### src/common/cipher_seq_regs.svh
/*
 * Register offsets, reset values and timing counts of the cipher data
 * sequencer. Assumes a byte-addressed register interface with 32-bit data.
 */
// Behaviour
// - Encrypt count write loads remaining encrypt count.
// - Nonzero encrypt count write starts encrypt input valid.
// - Each plain block issued advances plain address.
// - Each plain block issued decrements encrypt count.
// - Encrypt input accepted presents next plain block.
// - Encrypt count zero at accept ends run.
// - Encrypt run clears plain address first.
// - Encrypt run clears cipher address first.
// - Valid encrypt output is written to cipher RAM.
// - Each stored cipher result advances cipher address.
// - RAM read data arrives two cycles late.
// - Decrypt count write loads remaining decrypt count.
// - Nonzero decrypt count write starts decrypt input valid.
// - Each cipher block issued advances cipher address.
// - Each cipher block issued decrements decrypt count.
// - Decrypt input accepted presents next cipher block.
// - Decrypt count zero at accept ends run.
// - Decrypt run clears cipher address first.
// - Decrypt run clears plain address first.
// - Valid decrypt output is written to plain RAM.
// - Each stored plain result advances plain address.
`ifndef CIPHER_SEQ_REGS_SVH
`define CIPHER_SEQ_REGS_SVH
`define ENC_CNT_OFS 16'h0008
`define DEC_CNT_OFS 16'h000c
`define CNT_RST 32'h0000_0000
`define ADDR_RST 10'h000
`define RAM_RD_LAT 2'h2
`endif

### src/common/cipher_seq_pkg.sv
/*
 * Types of the cipher data sequencer: state encoding and register images.
 * Assumes the constants header is included by the design files.
 */
package cipher_seq_pkg;
    typedef logic [9:0] ram_addr_t;
    typedef logic [127:0] block_t;

    typedef enum logic [2:0] {
        ST_IDLE = 3'b001,
        ST_WAIT = 3'b010,
        ST_BUSY = 3'b100
    } seq_state_t;

    typedef struct packed {
        seq_state_t state;
        logic dec_mode;
        logic [1:0] lat_cnt;
        logic [31:0] enc_cnt;
        logic [31:0] dec_cnt;
        ram_addr_t plain_addr;
        ram_addr_t cipher_addr;
        logic enc_valid;
        logic dec_valid;
        block_t blk_data;
        logic plain_we;
        logic cipher_we;
        block_t wr_data;
        logic [31:0] rd_data;
    } seq_regs_t;

    typedef struct packed {
        logic [1:0] count;
        logic s_ready;
        logic [128:0] ent0;
        logic [128:0] ent1;
    } buf_regs_t;
endpackage

### src/hdl/result_buffer2.sv
/*
 * Two-entry buffer for core results on their way to the RAMs.
 * Assumes source and sink share the clock; entry 0 is the head.
 */
`timescale 1ns/1ps
module result_buffer2 (
    input wire logic i_clk_sys,
    input wire logic i_rst,
    input wire logic i_s_valid,
    input wire logic [128:0] i_s_data,
    output logic o_s_ready,
    output logic o_m_valid,
    output logic [128:0] o_m_data,
    input wire logic i_m_ready
);
    import cipher_seq_pkg::*;

    buf_regs_t r_reg;
    buf_regs_t r_next;
    logic push;
    logic pop;

    // Push and pop, with the head shifting forward on a pop.
    always_comb begin
        r_next = r_reg;
        push = i_s_valid && r_reg.s_ready;
        pop = i_m_ready && (r_reg.count != 2'h0);
        if (pop) begin
            r_next.ent0 = r_reg.ent1;
        end
        if (push) begin
            if (r_reg.count == 2'h0 || (r_reg.count == 2'h1 && pop)) begin
                r_next.ent0 = i_s_data;
            end else begin
                r_next.ent1 = i_s_data;
            end
        end
        r_next.count = r_reg.count + {1'b0, push} - {1'b0, pop};
        r_next.s_ready = (r_next.count != 2'h2);
    end

    // State register.
    always_ff @(posedge i_clk_sys or posedge i_rst) begin
        if (i_rst) begin
            r_reg <= '{count: 2'h0, s_ready: 1'b1, ent0: '0, ent1: '0};
        end else begin
            r_reg <= r_next;
        end
    end

    assign o_s_ready = r_reg.s_ready;
    assign o_m_valid = (r_reg.count != 2'h0);
    assign o_m_data = r_reg.ent0;
endmodule // result_buffer2

### src/hdl/cipher_data_sequencer.sv
/*
 * Sequencer that feeds RAM blocks to the encrypt and decrypt cores and
 * stores their results. Assumes cores and RAMs on the same clock, RAMs
 * with a read latency of two cycles, and one run active at a time.
 */
`timescale 1ns/1ps
`include "cipher_seq_regs.svh"
module cipher_data_sequencer (
    input wire logic i_clk_sys,
    input wire logic i_rst,
    input wire logic [15:0] i_regif_addr,
    input wire logic [31:0] i_regif_write_data,
    input wire logic i_regif_wr_en,
    output logic [31:0] o_regif_read_data,
    output cipher_seq_pkg::ram_addr_t o_plain_ram_addr,
    output logic o_plain_ram_we,
    output cipher_seq_pkg::block_t o_plain_ram_wdata,
    input wire cipher_seq_pkg::block_t i_plain_ram_rdata,
    output cipher_seq_pkg::ram_addr_t o_cipher_ram_addr,
    output logic o_cipher_ram_we,
    output cipher_seq_pkg::block_t o_cipher_ram_wdata,
    input wire cipher_seq_pkg::block_t i_cipher_ram_rdata,
    output logic o_enc_input_valid,
    output cipher_seq_pkg::block_t o_enc_input_data,
    input wire logic i_enc_input_accepted,
    input wire logic i_enc_output_valid,
    input wire cipher_seq_pkg::block_t i_enc_output,
    output logic o_dec_input_valid,
    output cipher_seq_pkg::block_t o_dec_input_data,
    input wire logic i_dec_input_accepted,
    input wire logic i_dec_output_valid,
    input wire cipher_seq_pkg::block_t i_dec_output,
    output logic o_result_ready
);
    import cipher_seq_pkg::*;

    seq_regs_t r_reg;
    seq_regs_t r_next;
    logic enc_start;
    logic dec_start;
    logic res_valid;
    logic [128:0] res_data;
    logic drain_ready;
    logic buf_s_ready;
    logic buf_m_valid;
    logic [128:0] buf_m_data;

    // Decodes a register write to one offset.
    function automatic logic wr_hit(input logic [15:0] ofs);
        return i_regif_wr_en && (i_regif_addr == ofs);
    endfunction

    // A count write of zero starts nothing and only loads the count.
    assign enc_start = wr_hit(`ENC_CNT_OFS) && (i_regif_write_data != '0);
    assign dec_start = wr_hit(`DEC_CNT_OFS) && (i_regif_write_data != '0);

    // Writes stall while a start clears the pointers and while the previous
    // write still has to advance its pointer.
    assign drain_ready = !enc_start && !dec_start
        && !r_reg.plain_we && !r_reg.cipher_we;

    // Results of either core enter the buffer tagged with their RAM.
    always_comb begin
        res_valid = i_enc_output_valid || i_dec_output_valid;
        res_data = {1'b0, i_enc_output};
        if (i_dec_output_valid) begin
            res_data = {1'b1, i_dec_output};
        end
    end

    result_buffer2 u_res_buf (
        .i_clk_sys(i_clk_sys),
        .i_rst(i_rst),
        .i_s_valid(res_valid),
        .i_s_data(res_data),
        .o_s_ready(buf_s_ready),
        .o_m_valid(buf_m_valid),
        .o_m_data(buf_m_data),
        .i_m_ready(drain_ready)
    );

    // Next state of the whole sequencer.
    always_comb begin
        r_next = r_reg;
        r_next.enc_valid = 1'b0;
        r_next.dec_valid = 1'b0;
        r_next.plain_we = 1'b0;
        r_next.cipher_we = 1'b0;
        // Register read shows the remaining counts.
        case (i_regif_addr)
            `ENC_CNT_OFS: r_next.rd_data = r_reg.enc_cnt;
            `DEC_CNT_OFS: r_next.rd_data = r_reg.dec_cnt;
            default: r_next.rd_data = '0;
        endcase
        // A finished write advances the pointer it used.
        if (r_reg.plain_we) begin
            r_next.plain_addr = r_reg.plain_addr + 10'h001;
        end
        if (r_reg.cipher_we) begin
            r_next.cipher_addr = r_reg.cipher_addr + 10'h001;
        end
        // Buffered result goes to the RAM its core writes.
        if (buf_m_valid && drain_ready) begin
            r_next.wr_data = buf_m_data[127:0];
            if (buf_m_data[128]) begin
                r_next.plain_we = 1'b1;
            end else begin
                r_next.cipher_we = 1'b1;
            end
        end
        // A nonzero count restarts from the first block.
        if (enc_start || dec_start) begin
            r_next.dec_mode = dec_start;
            r_next.plain_addr = `ADDR_RST;
            r_next.cipher_addr = `ADDR_RST;
            r_next.lat_cnt = `RAM_RD_LAT;
            r_next.state = ST_WAIT;
        end else begin
            case (r_reg.state)
                ST_IDLE: begin
                    r_next.state = ST_IDLE;
                end
                ST_WAIT: begin
                    if (r_reg.lat_cnt != 2'h0) begin
                        r_next.lat_cnt = r_reg.lat_cnt - 2'h1;
                    end else if (buf_s_ready) begin
                        // Read data of the current address is valid now.
                        r_next.state = ST_BUSY;
                        if (r_reg.dec_mode) begin
                            r_next.blk_data = i_cipher_ram_rdata;
                            r_next.dec_valid = 1'b1;
                            r_next.cipher_addr =
                                r_reg.cipher_addr + 10'h001;
                            r_next.dec_cnt = r_reg.dec_cnt - 32'h1;
                        end else begin
                            r_next.blk_data = i_plain_ram_rdata;
                            r_next.enc_valid = 1'b1;
                            r_next.plain_addr =
                                r_reg.plain_addr + 10'h001;
                            r_next.enc_cnt = r_reg.enc_cnt - 32'h1;
                        end
                    end
                end
                ST_BUSY: begin
                    if (!r_reg.dec_mode && i_enc_input_accepted) begin
                        if (r_reg.enc_cnt != '0) begin
                            r_next.state = ST_WAIT;
                            r_next.lat_cnt = `RAM_RD_LAT;
                        end else begin
                            r_next.state = ST_IDLE;
                        end
                    end
                    if (r_reg.dec_mode && i_dec_input_accepted) begin
                        if (r_reg.dec_cnt != '0) begin
                            r_next.state = ST_WAIT;
                            r_next.lat_cnt = `RAM_RD_LAT;
                        end else begin
                            r_next.state = ST_IDLE;
                        end
                    end
                end
                default: begin
                    r_next.state = ST_IDLE;
                end
            endcase
        end
        // Count loads come last, so a write wins over an issue decrement.
        if (wr_hit(`ENC_CNT_OFS)) begin
            r_next.enc_cnt = i_regif_write_data;
        end
        if (wr_hit(`DEC_CNT_OFS)) begin
            r_next.dec_cnt = i_regif_write_data;
        end
    end

    // State register.
    always_ff @(posedge i_clk_sys or posedge i_rst) begin
        if (i_rst) begin
            r_reg <= '{state: ST_IDLE, dec_mode: 1'b0, lat_cnt: 2'h0,
                enc_cnt: `CNT_RST, dec_cnt: `CNT_RST,
                plain_addr: `ADDR_RST, cipher_addr: `ADDR_RST,
                enc_valid: 1'b0, dec_valid: 1'b0, blk_data: '0,
                plain_we: 1'b0, cipher_we: 1'b0, wr_data: '0,
                rd_data: 32'h0};
        end else begin
            r_reg <= r_next;
        end
    end

    // Outputs come straight from the state register; result ready from the buffer's.
    assign o_regif_read_data = r_reg.rd_data;
    assign o_plain_ram_addr = r_reg.plain_addr;
    assign o_plain_ram_we = r_reg.plain_we;
    assign o_plain_ram_wdata = r_reg.wr_data;
    assign o_cipher_ram_addr = r_reg.cipher_addr;
    assign o_cipher_ram_we = r_reg.cipher_we;
    assign o_cipher_ram_wdata = r_reg.wr_data;
    assign o_enc_input_valid = r_reg.enc_valid;
    assign o_enc_input_data = r_reg.blk_data;
    assign o_dec_input_valid = r_reg.dec_valid;
    assign o_dec_input_data = r_reg.blk_data;
    assign o_result_ready = buf_s_ready;
endmodule // cipher_data_sequencer

### config.mk
export PLATFORM = sky130hd
export DESIGN_NAME = cipher_data_sequencer
export DESIGN_NICKNAME = d
export VERILOG_FILES = /design/src/common/cipher_seq_pkg.sv /design/src/hdl/result_buffer2.sv /design/src/hdl/cipher_data_sequencer.sv
export VERILOG_INCLUDE_DIRS = /design/src /design/src/common
export SDC_FILE = /design/constraint.sdc
export NUM_CORES = 2
export LEC_CHECK = 0
export ABC_AREA = 0
export BUFFER_PORTS_ARGS = -buffer_cell sky130_fd_sc_hd__buf_2
export CAP_MARGIN = 20
export CORE_AREA = 2 2 438 440
export DETAILED_ROUTE_END_ITERATION = 7
export DIE_AREA = 0 0 440 442
export PLACE_DENSITY = 0.4
export SLEW_MARGIN = 15
export SYNTH_ARGS = -nofsm -noshare
export SYNTH_HDL_FRONTEND = slang
export SYNTH_SLANG_ARGS = --single-unit
### constraint.sdc
create_clock -name i_clk_sys -period 43.9 [get_ports i_clk_sys]
set_input_delay 10.975 -clock i_clk_sys [delete_from_list [all_inputs] [get_ports i_clk_sys]]
set_output_delay 10.975 -clock i_clk_sys [all_outputs]
set_load 0.03 [all_outputs]
# Yosys cells after proc, flatten, opt, wreduce, memory -nomap -nowiden
# Cells that the tools add are included.
# op_classes
add_sub_neg,7
multipliers,0
n_div,0
order_cmp,0
n_eq_ne,15
n_shift,0
n_mux,41
n_bitwise,3
reduce_logical,38
# ops
cell,n
2-to-1 mux 214 bit,3
2-to-1 mux 129 bit,4
2-to-1 mux 130 bit,2
2-to-1 mux 258 bit,1
2-to-1 mux 128 bit,1
2-to-1 mux 32 bit,4
nonzero test 32 bit,3
2-to-1 mux 64 bit,1
case mux 32 bit (2 select lines),1
subtractor 32 x 1 -> 32 bit (second input constant),2
2-to-1 mux 10 bit,4
== test 16 x 4 -> 1 bit (second input constant),2
adder 10 x 1 -> 10 bit (second input constant),2
2-to-1 mux 20 bit,1
2-to-1 mux 2 bit,8
2-to-1 mux 3 bit,5
nonzero test 2 bit,7
logical AND 1 bit,12
AND reduction 5 bit,2
inequality test 2 x 1 -> 1 bit (second input constant),3
inequality test 2 bit (second input constant),3
inequality test 3 bit (second input constant),2
case mux 3 bit (2 select lines),1
logical NOT 1 bit,5
17 further kinds,25
# word_totals
ff_bits,643
latchBits,0
ramBits,0
rom_bits,0
inputBits,567
out_inout_bits,569
wordCells,122
n_memories,0

# Longest topological paths before layout
# depth
ltp_word,12
mapped_depth,11
mapped_depth_nobuf,9

# Modules after synthesis
# A second synthesis with hierarchy kept.
# hier_totals
hier_cells,3290
area_unflattened_um2,35975.8
# by_module_without_submodules
mod,n_inst,cells_per_inst,area_each_um2
cipher_data_sequencer,1,2285,23139.7
result_buffer2,1,1005,12836.1

# Least setup slack after synthesis
# OpenSTA, ideal clock, no wires.
# synth_path
kind,in2reg
from,input port i_regif_addr[1]
to,register u_res_buf.r_reg[100] in the netlist's numbering
setup_time_ps,125
t_arrival_ps,13064
required_ps,43775
path_slack_ps,30711
cell_stages,8
path_cell_list,nor4b_1 and4_1 nand3_1 o21ai_0 and2_1 clkbuf_1 clkbuf_1 mux2_2
# synth_between
elab_chain_cells,12
elab_cells_between_ends,16
# synth_lines
element,line_no,text
start: declaration,cipher_data_sequencer.sv:11,"input wire logic [15:0] i_regif_addr,"
== test 16 x 4 -> 1 bit,cipher_data_sequencer.sv:50,return i_regif_wr_en && (i_regif_addr == ofs);
logical AND 1 bit,cipher_data_sequencer.sv:50,
logical AND 1 bit (on tied branches),"cipher_data_sequencer.sv:54, cipher_data_sequencer.sv:55",
logical NOT 1 bit,cipher_data_sequencer.sv:59,assign drain_ready = !enc_start && !dec_start
logical AND 1 bit *,cipher_data_sequencer.sv:59,
logical AND 1 bit * (2 in series),cipher_data_sequencer.sv:60,&& !r_reg.plain_we && !r_reg.cipher_we;
logical AND 1 bit *,result_buffer2.sv:27,pop = i_m_ready && (r_reg.count != 2'h0);
logical AND 1 bit *,result_buffer2.sv:32,if (r_reg.count == 2'h0 || (r_reg.count == 2'h1 && pop)) begin
logical OR 1 bit *,result_buffer2.sv:32,
inverter 1 bit (no source line) *,n/a,
AND reduction 2 bit (no source line) *,n/a,
end signal: assignment,result_buffer2.sv:45,"r_reg <= '{count: 2'h0, s_ready: 1'b1, ent0: '0, ent1: '0};"
end signal: assignment,result_buffer2.sv:47,r_reg <= r_next;
end: declaration,result_buffer2.sv:18,buf_regs_t r_reg;
# Every way passes the cells marked *; elsewhere a longest branch is shown, timed or not.
# A chain may end at the register's enable or synchronous reset.

# Worst setup path in the final report
# layout_path
from,input port i_regif_addr[13]
to,"register r_reg, in the netlist o_cipher_ram_wdata[54]"
# layout_between
elab_chain_cells,8
elab_cells_between_ends,12
# layout_lines
element,line_no,text
== test 16 x 4 -> 1 bit,cipher_data_sequencer.sv:50,
logical AND 1 bit,cipher_data_sequencer.sv:50,
logical AND 1 bit (on tied branches),"cipher_data_sequencer.sv:54, cipher_data_sequencer.sv:55",
logical NOT 1 bit,cipher_data_sequencer.sv:59,
logical AND 1 bit *,cipher_data_sequencer.sv:59,
logical AND 1 bit * (2 in series),cipher_data_sequencer.sv:60,
logical AND 1 bit *,cipher_data_sequencer.sv:103,if (buf_m_valid && drain_ready) begin
end signal: assignment,cipher_data_sequencer.sv:179,"r_reg <= '{state: ST_IDLE, dec_mode: 1'b0, lat_cnt: 2'h0,"
end signal: assignment,cipher_data_sequencer.sv:186,r_reg <= r_next;
end: declaration,cipher_data_sequencer.sv:37,seq_regs_t r_reg;
# Marked as above.

==> metrics.md <==
| Metric | Value |
|---|---|
| Gpl congestion | 0.9204 |
| Net Count, Synth | 3687 |
| CP endpoint kind | flip-flop |
| Final period utilization | 0.3412 |
| Mux cell area share after synthesis | 0.2156 |
| HPWL after detailed placement | 107.0 mm |
| R2R depth | 10 |
| Post-CTS Setup Inserts | 0 |
| Worst Hold Slack | 0.4578 ns |
| CP Data Required Time | 44.49 ns |
| Net Sw Power | 1.105 mW |
| Met2 usage | 0.2312 |
| Buf+Inv Stages, Crit Path | 5 |
| Worst reg2reg setup slack | 39.67 ns |
| Max-cap violations | 0 |
| Post-synthesis compound-gate area fraction | 0.07153 |
| Initial Util | 0.1779 |
| Comb pwr share | 0.398 |
| CP Max Fanout | 56 |
| Clk slew on worst S/H paths | 0.06 ns |
| Post-Synth Simple-Gate Area | 0.07265 |
| Share of layout cells above drive strength 1 | 0.4614 |
| Leak Pwr | 18.70 nW |
| First-pass GRT wire length | 188.4 mm |
| # DRC | 0 |
| Crit-path leading delay family | buffers and inverters |
| Vias per cell | 3.856 |
| Warnings, synthesis | 0 |
| Sum Neg Setup Slack | 0 ns |
| Iteration-0 DRC Markers | 1226 |
| Total die area | 194500 µm² |
| Relative slew slack | 0.3076 |
| Clock Tree Buf Depth | 3 |
| Post-CTS sizing | 0 |
| Antenna violations before repair | 11 |
| Peak VDD IR | 0.03952 mV |
| Post-CTS Hold Buffers | 0 |
| Synthesized flop and latch total | 643 |
| Drt wl/cell | 21.95 µm |
| Unrepaired setup endpoints after global routing | no |
| Clk Latency, worst-skew pair | 0.71 ns |
| Largest net degree at the start of global routing | 136 |
| Core region area | 189600 µm² |
| Primary FF master, synth | dfrtp_1 |
| Clk network pwr share | 0.259 |
| Post-Synthesis Cell Area | 33720 µm² |
| Sequential power share | 0.343 |
| FFs w/ async S/R, synth | 1.000 |
| Clk Tree Root Cell | clkbuf_16 |
| Total iterations of the first detailed-routing run | 5 |
| Slew of the pin with the lowest slew margin | 1.039 ns |
| Met3 GRT Util | 0.05198 |
| Hold Crit Class | reg2reg |
| Crit-path most repeated cell | buf_4 |
| Post-synth EDFFs | 0 |
| Switching Fraction | 0.4027 |
| Vias in the first global route | 24030 |
| Max FFs per register | 131 |
| Worst Hold Endpoint | o_cipher_ram_we |
| Slowest-stage cell, CP | buf_4 |
| Register area share after synthesis | 0.4772 |
| Max stage delay on crit path | 0.77 ns |
| Layout fillers | 20690 |
| Remaining global-route overflow | 0 |
| Adder-Cell Fraction of Synth Area | 0.002226 |
| Routed wire length | 136.5 mm |
| Worst r2r src | o_plain_ram_we |
| Largest family of logic cells by synthesized area | multiplexers |
| Busiest grt layer | met2 |
| Final #Nets | 4215 |
| Worst reg2reg endpoint | u_res_buf.o_m_data[58] |
| Total vias in the final route | 23980 |
| Reg area | 16100 µm² |
| Crit Path Category | in2reg |
| Highest-count cells in the layout ignoring fill and taps | 1134 x buf_2, 640 x dfrtp_1, 387 x mux2_2 |
| Top Ports | 1136 |
| Int Pwr | 1.639 mW |
| CTS tree | yes |
| CTS sink cnt | 643 |
| Area of the multi-input gates | 12760 µm² |
| Cell Pwr Density | 67.05 nW/µm² |
| Worst hold path startpoint | u_res_buf.o_m_data[128] |
| CP Launch Type | primary input |
| CP Cell Sequence | buf_2 -> nor4b_1 -> nand4_1 -> buf_4 -> o221ai_4 -> buf_4 -> buf_4 -> buf_4 -> mux2_2 |
| H-tree depth | 3 |
| Status | completed |
| Synth cell types | 59 |
| GRT Overall Usage | 0.1358 |
| Fin. max-slew vios | 0 |
| XOR/XNOR share of the synthesized area | 0.01480 |
| Die X | 440 µm |
| Die Span Y | 442 µm |
| Fmax | 0.06677 GHz |
| Worst Clk Skew | 0.04964 ns |
| Tmin final | 14.98 ns |
| Final-report setup violation count | 0 |
| Routed Antenna Nets | 0 |
| Final hold violations | 0 |
| WHS Path Cells | 1 |
| Routing usage on met1 | 0.1571 |
| Layout area overhead | 21.36% |
| WP data arrival | 15.57 ns |
| PortBufs | 1135 |
| # rows | 160 |
| TritonCTS buffer count | 83 |
| Syn_area_per_cell | 10.83 µm² |
| Most common cell after layout, fill and taps aside | buf_2 |
| Synth Instances | 3114 |
[kinds of logic (layout without fill, tap and decap cells)]
group / Yosys count / count (layout)
AOI/OAI and AO/OA: 426 / 426
xor gates and xnor gates: 57 / 57
adders and majority gates: 6 / 6
buffers and inverters: 746 / 1334
DFF: 643 / 643
muxes: 678 / 678
other: 0 / 6
and+or+nand+nor: 558 / 558
[power groups by stage]
| stage | clock (mW) | sequential [mW] | combinational (mW) |
|---|---|---|---|
| 3_5_place_dp | 0 | 0.956 | 1.12 |
| 5_1_grt | 0.764 | 0.969 | 1.18 |
| 4_1_cts | 0.742 | 0.947 | 1.12 |
| 3_3_place_gp | 0 | 0.950 | 1.12 |
| 6_report | 0.711 | 0.940 | 1.09 |
| 2_1_floorplan | 0 | 0.895 | 0.982 |
[layer usage]
layer / vias to the layer above / routed length (µm) / share of wire
met3: 146 / 12060 / 0.088
li1: 11300 / - / -
met4: 0 / 3612 / 0.026
met2: 782 / 66890 / 0.49
met1: 11750 / 53910 / 0.40
met5: - / 0 / 0
[through the flow]
| step | instance area, µm² | std cells | power, mW | setup slack, ns | util |
|---|---|---|---|---|---|
| finish | 40930 | 6219 | 2.744 | 28.92 | 0.2159 |
| global route | 40920 | 6217 | 2.915 | 28.55 | 0.2158 |
| CTS | 40910 | 6213 | 2.813 | 28.97 | 0.2158 |
| detailed placement | 38110 | 6068 | 2.079 | 28.15 | 0.2010 |
| global placement | 38060 | 6066 | 2.066 | 28.21 | 0.2008 |
| floorplan | 33720 | 3114 | 1.877 | 14.91 | - |
[how the worst max path moves through the flow]
stage	to	cells past startpoint	slack (ns)	from
2_1_floorplan	o_cipher_ram_addr[0]	1	14.91	i_rst
3_3_place_gp	o_cipher_ram_wdata[56]	9	28.21	i_regif_addr[13]
3_5_place_dp	o_cipher_ram_wdata[47]	9	28.15	i_regif_addr[13]
4_1_cts	o_cipher_ram_wdata[54]	9	28.97	i_regif_addr[13]
5_1_grt	u_res_buf.o_m_data[53]	10	28.55	i_regif_addr[1]
6_report	o_cipher_ram_wdata[54]	9	28.92	i_regif_addr[13]
[Yosys cell counts, types with 4 or more instances]
library cell	number	area, µm²
dfrtp_1	641	16040
buf_4	564	4234
mux2_2	387	4358
mux2i_1	291	2913
nor2_1	239	897.1
nand2_1	193	724.4
o21ai_0	180	900.9
a21oi_1	154	770.7
clkbuf_1	140	525.5
xor2_1	33	289.0
xnor2_1	24	210.2
buf_1	23	86.33
nor4_1	21	131.4
or3_1	21	131.4
o2111ai_1	20	175.2
a31oi_1	16	100.1
or4_1	15	112.6
inv_1	14	52.55
o211ai_1	14	105.1
nor3_1	13	65.06
nand3_1	11	55.05
nand4_1	9	56.30
a2111oi_0	6	52.55
a211oi_1	6	45.04
ha_1	6	75.07
o21ai_1	6	30.03
o31ai_1	6	45.04
and2_1	5	31.28
and3_1	5	31.28
buf_2	4	20.02
nand2b_1	4	25.02
nor4b_1	4	35.03
[area by class of cell]
class,instances,area share
Inverter,15,0.001559
Antenna cell,6,0.0003669
Clock buffer,114,0.05705
Tap cell,2511,0.07677
Sequential cell,643,0.3933
Timing Repair Buffer,1174,0.1477
Clock inverter,31,0.01146
Multi-Input combinational cell,1725,0.3118
No activity file was read; power rests on OpenSTA's default activity.
